[src/hdl/osc_cfg.svh]
// Constants for the oscillator configuration word block
`ifndef OSC_CFG_SVH
`define OSC_CFG_SVH
`define OCW_WIDTH          14
`define OCW_FCM_BIT        13
`define OCW_SWITCH_BIT     11
`define OCW_CLOCK_OUTPUT_FUNCTION_BIT     8
`define OCW_RST_LSB        4
`define OCW_EXT_LSB        0
`define OCW_UNIMPL_MASK    14'h168c
`define OCW_BLANK_VALUE    14'h3fff
`define ADDR_CONFIG        4'h0
`define ADDR_CURRENT       4'h1
`define ADDR_NEW_SEL       4'h2
`define ADDR_STATUS        4'h3
`define CLOCK_OUTPUT_FUNCTION_DIV_HALF    1'h1
`endif

[src/hdl/osc_pkg.sv]
// Types for the oscillator configuration word block
package osc_pkg;
  typedef enum logic [2:0] {
    SRC_INT_FAST_32M = 3'h0,
    SRC_EXT_PLL      = 3'h1,
    SRC_RESV2        = 3'h2,
    SRC_SECONDARY    = 3'h3,
    SRC_INT_SLOW     = 3'h4,
    SRC_RESV5        = 3'h5,
    SRC_INT_FAST_1M  = 3'h6,
    SRC_EXT_DIRECT   = 3'h7
  } src_code_t;
  typedef enum logic [2:0] {
    EXT_LOW_POWER  = 3'h0,
    EXT_MID        = 3'h1,
    EXT_FAST       = 3'h2,
    EXT_UNIMPL     = 3'h3,
    EXT_OFF        = 3'h4,
    EXT_CLK_LOW    = 3'h5,
    EXT_CLK_MID    = 3'h6,
    EXT_CLK_HIGH   = 3'h7
  } ext_mode_t;
  typedef struct packed {
    logic       failsafe_monitor_enable;
    logic       clock_switch_permit;
    logic       clock_output_enable_n;
    src_code_t  reset_source_select;
    ext_mode_t  external_osc_mode;
  } cfg_fields_t;
  typedef struct packed {
    logic       ext_osc_enable;
    logic       ext_use_pll;
    logic       ext_is_clock_input;
    logic       clock_output_function_allowed;
    logic       src_valid;
  } decode_t;
  typedef struct packed {
    logic [3:0] addr;
    logic [13:0] wdata;
    logic       wr;
    logic       rd;
  } reg_req_t;
endpackage

[src/hdl/osc_mode_decode.sv]
// Combinational decode of the source code and external mode into controls
module osc_mode_decode (
  input  wire logic [2:0]      src_i,
  input  wire logic [2:0]      ext_i,
  output osc_pkg::decode_t     dec_o
);
  always_comb begin
    dec_o = '0;
    // Oscillator is off for mode 100 and the unimplemented code
    dec_o.ext_osc_enable     = (ext_i != osc_pkg::EXT_OFF) && (ext_i != osc_pkg::EXT_UNIMPL);
    dec_o.ext_is_clock_input = (ext_i == osc_pkg::EXT_CLK_HIGH) || (ext_i == osc_pkg::EXT_CLK_MID) ||
                               (ext_i == osc_pkg::EXT_CLK_LOW);
    // Clock-out is only honoured when the pin is not taken by a crystal or clock input
    dec_o.clock_output_function_allowed     = !(dec_o.ext_is_clock_input || ext_i == osc_pkg::EXT_FAST ||
                                 ext_i == osc_pkg::EXT_MID || ext_i == osc_pkg::EXT_LOW_POWER);
    dec_o.ext_use_pll        = (src_i == osc_pkg::SRC_EXT_PLL);
    dec_o.src_valid          = (src_i != osc_pkg::SRC_RESV5) && (src_i != osc_pkg::SRC_RESV2);
  end
endmodule

[src/hdl/osc_config_word.sv]
// Oscillator configuration word: latch at reset, clock-out, switch gating
// What this block does
// - Monitor enable field set turns the fail-safe monitor timer on, clear keeps it off.
// - Switch enable field gates software writes to new source and divider selections.
// - Word positions 12, 10-9, 7, 3 and 2 (the unimplemented mask) read back as one.
// - Clock-out field ignored in external clock or any crystal mode.
// - Otherwise clock-out field zero drives system clock over four on the pin.
// - Current source selection loads from the reset source field at reset.
// - Source code 111 is external oscillator per its mode; 101 is reserved.
// - Mode 111 is external clock above 8 MHz; 100 leaves oscillator off.
// - Source codes 110, 100, 011, 001, 000 select the listed internal or external sources.
// - Mode 110 is external clock 100 kHz to 8 MHz; 101 below 100 kHz.
//
// The register offsets and the strobed register port are this design's own decisions.
`include "osc_cfg.svh"

module osc_config_word (
  input  wire logic                    mclk_i,
  input  wire logic                    arst_n_i,
  input  wire logic [`OCW_WIDTH-1:0]   cfg_word_i,
  input  wire logic [3:0]              reg_addr_i,
  input  wire logic [13:0]             reg_wdata_i,
  input  wire logic                    reg_wr_i,
  input  wire logic                    reg_rd_i,
  output logic      [13:0]             reg_rdata_o,
  output logic                         failsafe_clock_monitor_en_o,
  output logic      [2:0]              current_source_select_o,
  output logic      [2:0]              new_source_select_o,
  output logic      [3:0]              new_divider_select_o,
  output logic                         external_oscillator_en_o,
  output logic                         external_pll_en_o,
  output logic      [2:0]              external_osc_mode_o,
  output logic                         clock_output_function_o,
  output logic                         clock_output_oe_o,
  output logic                         cfg_loaded_o
);

  typedef struct packed {
    logic [1:0]              sync;
    logic [`OCW_WIDTH-1:0]   word_s1;
    logic [`OCW_WIDTH-1:0]   word_s2;
    logic                    loaded;
    logic [`OCW_WIDTH-1:0]   word;
    osc_pkg::cfg_fields_t    fields;
    logic [2:0]              cur_src;
    logic [2:0]              new_src;
    logic [3:0]              new_div;
    logic                    fcm_en;
    logic                    ext_en;
    logic                    pll_en;
    logic [2:0]              ext_mode;
    logic                    clk_div2;
    logic                    clk_out;
    logic                    clk_oe;
    logic                    div_en;
    logic [13:0]             rdata;
  } state_t;

  state_t state_q;
  state_t state_d;
  osc_pkg::decode_t dec;
  osc_pkg::reg_req_t req;

  // Bundle the register port for the decode below
  assign req = '{addr: reg_addr_i, wdata: reg_wdata_i, wr: reg_wr_i, rd: reg_rd_i};

  osc_mode_decode u_decode (
    .src_i (state_q.fields.reset_source_select),
    .ext_i (state_q.fields.external_osc_mode),
    .dec_o (dec)
  );

  // Next-state logic for the whole block
  always_comb begin
    state_d = state_q;
    // Settle count: capture waits two edges after reset is released
    state_d.sync = {state_q.sync[0], 1'b1};
    // Word pins come from outside the clock domain, so two flops before any use
    state_d.word_s1 = cfg_word_i;
    state_d.word_s2 = state_q.word_s1;
    // Capture exactly once, on the first cycle after reset has settled
    if (state_q.sync[1] && !state_q.loaded) begin
      state_d.loaded = 1'b1;
      state_d.word   = state_q.word_s2 | `OCW_UNIMPL_MASK;
      state_d.fields.failsafe_monitor_enable = state_q.word_s2[`OCW_FCM_BIT];
      state_d.fields.clock_switch_permit     = state_q.word_s2[`OCW_SWITCH_BIT];
      state_d.fields.clock_output_enable_n   = state_q.word_s2[`OCW_CLOCK_OUTPUT_FUNCTION_BIT];
      state_d.fields.reset_source_select     = osc_pkg::src_code_t'(state_q.word_s2[`OCW_RST_LSB +: 3]);
      state_d.fields.external_osc_mode       = osc_pkg::ext_mode_t'(state_q.word_s2[`OCW_EXT_LSB +: 3]);
      // Source code for the first clock software runs from
      state_d.cur_src = state_q.word_s2[`OCW_RST_LSB +: 3];
      state_d.new_src = state_q.word_s2[`OCW_RST_LSB +: 3];
    end
    // Derived controls follow the held fields
    if (state_q.loaded) begin
      state_d.fcm_en   = state_q.fields.failsafe_monitor_enable;
      state_d.ext_mode = state_q.fields.external_osc_mode;
      // Source 111 or 001 run the external oscillator; reserved codes start nothing
      state_d.ext_en   = dec.ext_osc_enable && dec.src_valid &&
                         (state_q.cur_src == osc_pkg::SRC_EXT_DIRECT || dec.ext_use_pll);
      state_d.pll_en   = dec.ext_use_pll && dec.ext_osc_enable;
    end
    // System clock over four: toggle every second cycle
    state_d.div_en = ~state_q.div_en;
    if (state_q.div_en) begin
      state_d.clk_div2 = ~state_q.clk_div2;
    end
    // Clock-out only when allowed by the mode and the active-low field is zero
    state_d.clk_oe  = state_q.loaded && dec.clock_output_function_allowed &&
                      !state_q.fields.clock_output_enable_n;
    state_d.clk_out = state_d.clk_oe && state_d.clk_div2;
    // Software writes to the new selections only when switching is permitted
    if (req.wr && req.addr == `ADDR_NEW_SEL && state_q.loaded &&
        state_q.fields.clock_switch_permit) begin
      state_d.new_src = req.wdata[6:4];
      state_d.new_div = req.wdata[3:0];
    end
    // Read data stand in the cycle after the strobe only
    state_d.rdata = '0;
    if (req.rd) begin
      unique case (req.addr)
        `ADDR_CONFIG:  state_d.rdata = state_q.loaded ? state_q.word : `OCW_BLANK_VALUE;
        `ADDR_CURRENT: state_d.rdata = {11'h000, state_q.cur_src};
        `ADDR_NEW_SEL: state_d.rdata = {7'h00, state_q.new_src, state_q.new_div};
        `ADDR_STATUS:  state_d.rdata = {8'h00, dec.src_valid, state_q.pll_en, state_q.ext_en,
                                        state_q.clk_oe, state_q.fcm_en, state_q.loaded};
        default:       state_d.rdata = '0;
      endcase
    end
  end

  // Single state register
  always_ff @(posedge mclk_i or negedge arst_n_i) begin
    if (!arst_n_i) begin
      state_q <= '0;
    end else begin
      state_q <= state_d;
    end
  end

  assign reg_rdata_o                 = state_q.rdata;
  assign failsafe_clock_monitor_en_o = state_q.fcm_en;
  assign current_source_select_o     = state_q.cur_src;
  assign new_source_select_o         = state_q.new_src;
  assign new_divider_select_o        = state_q.new_div;
  assign external_oscillator_en_o    = state_q.ext_en;
  assign external_pll_en_o           = state_q.pll_en;
  assign external_osc_mode_o         = state_q.ext_mode;
  assign clock_output_function_o     = state_q.clk_out;
  assign clock_output_oe_o           = state_q.clk_oe;
  assign cfg_loaded_o                = state_q.loaded;
endmodule

[config.mk]
export PLATFORM = sky130hd
export DESIGN_NAME = osc_config_word
export DESIGN_NICKNAME = d
export VERILOG_FILES = /design/src/hdl/osc_pkg.sv /design/src/hdl/osc_mode_decode.sv /design/src/hdl/osc_config_word.sv
export VERILOG_INCLUDE_DIRS = /design/src /design/src/hdl
export SDC_FILE = /design/constraint.sdc
export NUM_CORES = 1
export LEC_CHECK = 0
export BUFFER_PORTS_ARGS = -buffer_cell sky130_fd_sc_hd__buf_2
export CAP_MARGIN = 10
export CORE_MARGIN = 8
export CORE_UTILIZATION = 45
export DETAILED_ROUTE_END_ITERATION = 8
export PLACE_DENSITY = 0.78
export SYNTH_ARGS = -nofsm -noshare
export SYNTH_HDL_FRONTEND = slang
export SYNTH_SLANG_ARGS = --single-unit
[constraint.sdc]
create_clock -name mclk_i -period 2.18 [get_ports mclk_i]
set_clock_uncertainty 0.15 [all_clocks]
set_input_delay 0.218 -clock mclk_i [delete_from_list [all_inputs] [get_ports mclk_i]]
set_output_delay 0.218 -clock mclk_i [all_outputs]
set_load 0.01 [all_outputs]
### Word level (Yosys, flattened, before mapping)

Index checks and enable logic that the tools add are counted.

* register bits: 85
* input bits: 36
* output and inout bits: 33
* logic and storage cells: 67

* eq/ne operators: 14
* multiplexer cells: 6
* bitwise logic cells: 2
* reduce and logical (&&, ||, !) cells: 24

Operators with widths (count)
* 14-bit one-hot mux with 4 select lines: 1
* 14-bit two-way mux: 2
* 3-bit equality test, second input constant: 4
* 1-bit logical AND: 12
* 4-bit by 2-bit equality test with 1-bit output, second input constant: 2
* 7-bit two-way mux: 1
* 3-bit by 1-bit equality test with 1-bit output, second input constant: 2
* 1-bit logical OR: 6
* 3-bit by 2-bit inequality test with 1-bit output, second input constant: 2
* 3-bit inequality test, second input constant: 2
* 4-bit by 1-bit equality test with 1-bit output, second input constant: 1
* 4-bit zero test: 1
* 3-bit by 2-bit equality test with 1-bit output, second input constant: 1
* 1-bit zero test: 3
* 3-bit zero test: 1
* 3-bit two-way mux: 1
* 1-bit NOT: 2
* 2-bit nonzero test: 1
* 1-bit two-way mux: 1

### Depth between registers and ports, before layout

Gate-level depths: netlist of run 1.

* word-level depth: 10
* gate-level depth with buffers: 4
* mapped depth without buffers: 3

### Cells and area by module

From an unflattened synthesis of run 1, not the netlist that was laid out.

* cells, all modules: 173
* area, all modules: 2373.5 µm²

By module, submodules not included
* osc_config_word: instances 1, cells each 164, area an instance 2316.0 µm², sequential area each 1451.4 µm²
* osc_mode_decode: instances 1, cells each 9, area an instance 57.6 µm², sequential area each 0.0 µm²

### Least setup slack after synthesis of run 1

Ideal clock, no wire load.

* kind: register to register
* start: register, netlist name state_q[55]
* end: register state_q (netlist bit new_source_select_o[2])
* setup time: 0.125 ns
* arrival: 1.433 ns
* required time: 1.905 ns
* path slack: 0.472 ns
* stages on the path, launching flop included: 5
* path buffers: 1
* period minus slack after synthesis: 1.708 ns
* path through: dfrtp_1 nor2b_1 buf_2 mux2_2 mux2_2

RTL lines
* to (signal assigned): RTL line osc_config_word.sv:137 `state_q <= state_d;`
* to (decl): RTL line osc_config_word.sv:59 `state_t state_q;`

==> metrics.log, run 1 <==
[metrics] die outline area: 7790 um2
[metrics] dominant register cell in the synthesized netlist: dfrtp_1
[metrics] maximum clock insertion buffer count: 2
[metrics] required time at the worst-slack endpoint: 2.24 ns
[metrics] Net Count, Synth: 204
[metrics] fraction of post-synthesis cell area in the top cell type by area: 61.7%
[metrics] post-synthesis cell area: 2350 um2
[metrics] fraction of layout instances using a drive strength above 1: 46.3%
[metrics] diode count: 0
[metrics] depth of the worst register-to-register path: 4
[metrics] clock tree from TritonCTS: yes
[metrics] row count: 26
[metrics] capture point of the critical path: new_source_select_o[0]$_DFFE_PN0P_
[metrics] Leak: 1.41 nW
[metrics] count of TritonRoute iterations in the first routing pass: 4
[metrics] DP Wirelength: 3000 um
[metrics] via-per-instance ratio: 4.65
[metrics] insertion delay of the later-clocked pin in the worst-skew pair: 0.33 ns
[metrics] Critical path origin: state_q[55]$_DFFE_PN0P_
[metrics] cell chosen for the clock root: clkbuf_8
[metrics] leftover overflow at the end of global routing: 0
[metrics] worst hold path class: in -> reg
[metrics] H-tree depth reported by CTS: 3
[metrics] worst path arrival time: 1.63 ns
[metrics] share of synthesized registers carrying an async set or reset: 100%
[metrics] unrepaired setup endpoints after global routing: no
[metrics] largest net degree at the start of global routing: 59
[metrics] endpoints failing setup: 0
[metrics] global-route usage over all layers: 12.3%
[metrics] Initial DRC Count: 62
[metrics] number of enable-type register cells in the synthesized netlist: 0
[metrics] Warnings, synthesis: 0
[metrics] Startpoint Class: register
[metrics] critical path cell sequence: nor2b_1 -> buf_4 -> mux2_2 -> mux2_2
[metrics] worst vdd rail ir drop: 0.526 mV
[metrics] placer's final routability congestion estimate: 0.789
[metrics] aggregate negative setup slack: 0 ns
[metrics] number of pins exceeding their max-slew limit in the final report: 0
[metrics] number of distinct library cells after synthesis: 34
[metrics] Die Height: 88.3 um
[metrics] Post-Synthesis Mean Instance Area: 14.0 um2
[metrics] number of instances in the synthesized netlist: 168
[metrics] Area growth syn-to-layout: 23.8%
[metrics] Rel. slew slack: 53.2%
[metrics] TritonCTS buffer count: 9
[metrics] Fin. Hold Viols: 0
[metrics] via count: 1389
[metrics] clock-pin slew on the worst setup and hold paths: 0.06 ns
[metrics] Placed Instances: 266
[metrics] synthesized flop and latch total: 58
[metrics] input/output buffers: 56
[metrics] worst r2r dst: new_source_select_o[0]$_DFFE_PN0P_
[metrics] origin of the critical flop-to-flop path: state_q[55]$_DFFE_PN0P_
[metrics] initial standard-cell utilization of the core: 46.3%
[metrics] Post-synth top cells: 58 x dfrtp_1, 27 x buf_4, 25 x mux2_2
[metrics] Finished Layout Cells: 299
[metrics] critical path's slowest cell: dfrtp_1
[metrics] Power Dens Cells: 891 nW/um2
[metrics] antenna violations before repair: 0
[metrics] number of global-route vias before repair: 1468
[metrics] DRT Wirelength: 4340 um
[metrics] Final period util: 71.7%
[metrics] Post-route DRC: 0
[metrics] sequential share of the synthesized area: 61.7%
[metrics] post-layout net count: 260
[metrics] Detail Route Antenna Nets: 0
[metrics] cell type group with the largest total delay on the critical path: multiplexers
[metrics] placeable core area: 5070 um2
[metrics] minimum setup slack among reg-to-reg paths: 0.62 ns
[metrics] die boundary width: 88.3 um
[metrics] post-cts gate resize count: 0
[metrics] cell occurring most often along the worst timing path: mux2_2
[metrics] Top-Level Pins: 69
[metrics] Worst Path Max Fanout: 6
[metrics] Buf+Inv Stages, Crit Path: 1
[metrics] area leader, netlist: dfrtp_1
[metrics] kind of end point of the critical path: register
[metrics] transition at the pin with the smallest max-transition slack: 0.702 ns
[metrics] library cell with the highest instance count after synthesis: dfrtp_1
[metrics] Sink Count: 58
[metrics] maximum frequency from static timing analysis: 639 MHz
[metrics] routed length per instance: 14.5 um
[metrics] count of cell instances traversed by the critical path: 4
[metrics] Max Cap Viol: 0
[metrics] top post-synthesis cells by area: dfrtp_1 62%, mux2_2 12%, buf_4 8.6%, buf_2 1.1%, nand2b_1 1.1%
[metrics] start point of the worst hold path: reg_addr_i[0]
[metrics] WS Path Type: reg -> reg
[metrics] CP peak stage delay: 0.38 ns
[metrics] wire length of the first global-routing pass: 7030 um
[metrics] result of the run: completed
[metrics] min cycle time layout: 1.56 ns
-- power breakdown --
group,internal [mW],switching (mW),total [mW],leakage (nW)
Combinational,0.157,0.137,0.294,0.582
Clock,0.671,0.403,1.07,0.109
Sequential,1.16,0.0637,1.23,0.723
Total,1.99,0.604,2.59,1.41
-- through the flow --
stage	hold WS [ns]	power, mW	utilization (%)	setup WS (ns)	area (um2)
after floorplan	-0.228	1.44	-	0.472	2350
after global placement	0.177	1.51	49.7	0.524	2520
after detailed placement	0.177	1.52	49.7	0.482	2520
after CTS	0.0828	2.63	57.3	0.603	2910
after global routing	0.106	2.72	57.3	0.560	2910
final	0.104	2.59	57.3	0.616	2910
-- worst register-to-register path: cells and delay by family (launching register included) --
family,cells,cell delay [ns]
buffers and inverters,1,0.17
multiplexers,2,0.60
flip-flops,1,0.38
AND/OR/NAND/NOR,1,0.15
-- worst min-delay path by stage --
stage                                                    to  slack (ns)  depth (start not counted)
after floorplan           clock_output_function_o$_DFF_PN0_       -0.23                          0
after global placement                state_d[69]$_DFF_PN0_        0.18                          1
after detailed placement              state_d[69]$_DFF_PN0_        0.18                          1
after CTS                          reg_rdata_o[6]$_DFF_PN0_        0.08                          2
after global routing               reg_rdata_o[6]$_DFF_PN0_        0.11                          2
final                              reg_rdata_o[6]$_DFF_PN0_        0.10                          2
-- state kept, by name, summed over array words and instances, names as in the netlist --
signal,cells
state_q,22
clock_output_oe_o,1
state_d,10
external_osc_mode_o,3
new_divider_select_o,4
external_oscillator_en_o,1
external_pll_en_o,1
reg_rdata_o,11
failsafe_clock_monitor_en_o,1
clock_output_function_o,1
new_source_select_o,3
-- logic make-up (layout without fill, tap and decap cells) --
group                  Yosys count  count (layout)  share of synthesized area (%)
AND/OR/NAND/NOR                 29              29                           9.10
buffers and inverters           36              97                           10.3
AO/OA/AOI/OAI                   17              17                           5.38
XOR/XNOR                         1               1                          0.373
multiplexers                    26              26                           12.9
other                            1               1                          0.160
flip-flops                      58              58                           61.7
-- per-layer routing --
layer  up-vias  routed length [um]  GRT usage [%]
met3         9                 374           5.20
li1        664                   -              -
met2        56                2080           18.7
met1       660                1790           13.6
met5         -                   0              0
met4         0                  88           8.76
-- cell type report --
class	instances	area, um2
inverter	4	15.0
multi-input combinational	74	657
sequential	58	1450
fill	429	2160
tap	70	87.6
clock inverter	5	77.6
timing repair buffer	77	480
clock buffer	11	141
-- cell usage in the layout (no fill, tap or decap), types with 3 or more instances in the layout --
cell / instances
dlygate4sd3_1: 17
buf_4: 4
nand2b_1: 4
nand2_1: 4
o21a_1: 3
a21oi_1: 3
mux2_2: 25
dfrtp_1: 58
buf_2: 56
clkbuf_8: 10
inv_1: 4
nor2b_1: 3
o21ai_0: 3
-- timing repair --
| item | in CTS | in global routing |
|---|---|---|
| hold endpoints to repair | 74 | 0 |
| hold buffers | 17 | 0 |
| buffers inserted | 0 | 0 |
No activity file was read; power rests on OpenSTA's default activity.
==> inputs of run 2 (changes only) <==
- PLACE_DENSITY: 0.78 -> 0.81
- clock period: 2.18 -> 1.4 ns (I/O delays scaled with it)
==> metrics.log, run 2 (synthesis gave the netlist of run 1 again) <==
[metrics] Initial DRC Count: 68
[metrics] DP Worst Slack: -0.154 ns
[metrics] result of the run: finished with violations
[metrics] placed cell area: 2630 um2
[metrics] endpoints failing setup: 12
[metrics] fin worst setup slack: -0.102 ns
[metrics] WS Path Type: reg -> reg
[metrics] kind of end point of the critical path: register
[metrics] most used cells in the layout excluding fill and tap cells: 56 x buf_2, 55 x dfrtp_1, 20 x mux2_2
[metrics] transition at the pin with the smallest max-transition slack: 0.520 ns
[metrics] Rel. slew slack: 65.0%
[metrics] DRT Wirelength: 4840 um
[metrics] clock tree from TritonCTS: yes
[metrics] area occupied by registers: 1460 um2
[metrics] area taken by multi-input logic gates: 718 um2
[metrics] start point of the worst hold path: reg_addr_i[1]
[metrics] Design Area, Final: 3140 um2
[metrics] origin of the critical flop-to-flop path: state_q[55]$_DFFE_PN0P_
[metrics] Worst Path Max Fanout: 7
[metrics] Placed Instances: 278
[metrics] largest net degree at the start of global routing: 59
[metrics] number of global-route vias before repair: 1628
[metrics] Max Cap Viol: 0
[metrics] worst r2r dst: reg_rdata_o[6]$_DFF_PN0_
[metrics] via count: 1503
[metrics] Largest register FFs: 22
[metrics] routed length per instance: 15.3 um
[metrics] Startpoint Class: register
[metrics] Final period util: 107%
[metrics] Worst Hold Margin: 0.0634 ns
[metrics] initial standard-cell utilization of the core: 46.3%
[metrics] critical path's slowest cell: dfrtp_1
[metrics] cell chosen for the clock root: clkbuf_8
[metrics] placeable core area: 5070 um2
[metrics] Finished Layout Cells: 316
[metrics] DP Wirelength: 3320 um
[metrics] via-per-instance ratio: 4.76
[metrics] insertion delay of the later-clocked pin in the worst-skew pair: 0.33 ns
[metrics] unrepaired setup endpoints after global routing: yes
[metrics] diode count: 0
[metrics] Top-Level Pins: 69
[metrics] number of pins exceeding their max-slew limit in the final report: 0
[metrics] end of the worst hold path: reg_rdata_o[4]$_DFF_PN0_
[metrics] wire length of the first global-routing pass: 7840 um
[metrics] fraction of layout instances using a drive strength above 1: 53.3%
[metrics] H-tree depth reported by CTS: 3
[metrics] Post-route DRC: 0
[metrics] Sink Count: 58
[metrics] post-layout net count: 277
[metrics] Leak: 1.54 nW
[metrics] number of cells on the worst hold path: 4
[metrics] clock-pin slew on the worst setup and hold paths: 0.06 ns
[metrics] critical path cell sequence: buf_6 -> inv_1 -> nor3_1 -> a2111oi_2
[metrics] Detail Route Antenna Nets: 0
[metrics] worst path arrival time: 1.54 ns
[metrics] depth of the worst register-to-register path: 4
[metrics] TritonCTS buffer count: 9
[metrics] row count: 26
[metrics] leftover overflow at the end of global routing: 0
[metrics] CP peak stage delay: 0.42 ns
[metrics] filler cell count: 411
[metrics] die outline area: 7790 um2
[metrics] minimum setup slack among reg-to-reg paths: -0.10 ns
[metrics] placer's final routability congestion estimate: 0.922
[metrics] worst vdd rail ir drop: 0.823 mV
[metrics] Fin. Hold Viols: 0
[metrics] required time at the worst-slack endpoint: 1.44 ns
[metrics] Die Height: 88.3 um
[metrics] maximum clock insertion buffer count: 2
[metrics] maximum frequency from static timing analysis: 666 MHz
[metrics] antenna violations before repair: 0
[metrics] violated checks: setup timing
[metrics] global-route usage over all layers: 13.4%
[metrics] input/output buffers: 56
[metrics] Power Dens Cells: 1320 nW/um2
[metrics] Area growth syn-to-layout: 33.6%
[metrics] count of TritonRoute iterations in the first routing pass: 4
[metrics] min cycle time layout: 1.50 ns
[metrics] most frequent standard cell in the layout excluding fill and tap cells: buf_2
[metrics] register containing the most flip-flops in the final layout: state_q
[metrics] worst hold path class: in -> reg
[metrics] die boundary width: 88.3 um
[run 2: cell count changes in the layout (fill, tap and decap cells not counted), moves of 3 or more]
cell	previous run	this run
dfrtp_2	0	3
mux2_4	0	5
buf_6	0	3
buf_4	4	15
mux2_2	25	20
dfrtp_1	58	55
[run 2: power breakdown]
part / internal (mW) / switching (mW) / leakage [nW] / total, mW
Combinational: 0.311 / 0.244 / 0.711 / 0.555
Sequential: 1.81 / 0.104 / 0.719 / 1.92
Clock: 1.04 / 0.620 / 0.109 / 1.66
[run 2: critical path: cells and delay by family (launching register included)]
kind                   cells  cell delay, ns
flip-flops                 1            0.42
AND/OR/NAND/NOR            1            0.10
AO/OA/AOI/OAI              1            0.36
buffers and inverters      2            0.34
[run 2: how the worst max path moves through the flow]
stage                                        from                                  to  slack, ns
final                     state_q[55]$_DFFE_PN0P_            reg_rdata_o[6]$_DFF_PN0_      -0.10
after global placement    state_q[55]$_DFFE_PN0P_  new_source_select_o[0]$_DFFE_PN0P_      -0.08
after global routing      state_q[55]$_DFFE_PN0P_            reg_rdata_o[6]$_DFF_PN0_      -0.13
after CTS                 state_q[55]$_DFFE_PN0P_            reg_rdata_o[0]$_DFF_PN0_      -0.07
after detailed placement            reg_addr_i[0]            reg_rdata_o[5]$_DFF_PN0_      -0.15
after floorplan           state_q[55]$_DFFE_PN0P_  new_source_select_o[2]$_DFFE_PN0P_      -0.17
[run 2: per-stage QoR]
step / util [%] / power, mW / setup TNS (ns)
after detailed placement: 51.9 / 2.42 / -1.18
after CTS: 60.8 / 4.14 / -0.284
after floorplan: - / 2.25 / -0.354
after global routing: 61.9 / 4.33 / -1.25
final: 61.9 / 4.13 / -0.578
after global placement: 51.9 / 2.40 / -0.626
[run 2: area by class of cell]
type	count	area share, %
clock buffers	11	4.50
clock inverters	5	2.47
inverters	4	0.478
multi-input cells	74	22.9
flip-flops and latches	58	46.3
well taps	70	2.79
repair buffers	94	20.6
[run 2: what timing repair did]
action	in CTS	in global routing
buffers inserted	3	2
gates resized for setup	4	13
hold buffers	18	0
setup endpoints to repair	13	22
endpoints found under the hold margin	76	0
pin swaps	0	0
[run 2: per-layer routing]
| layer | vias to the layer above | global-route usage (%) | part of all wire, % |
|---|---|---|---|
| met4 | 0 | 7.99 | 2.9 |
| li1 | 699 | - | - |
| met2 | 74 | 20.8 | 48 |
| met3 | 15 | 5.76 | 9.2 |
| met5 | - | 0 | 0 |
| met1 | 715 | 15.0 | 40 |
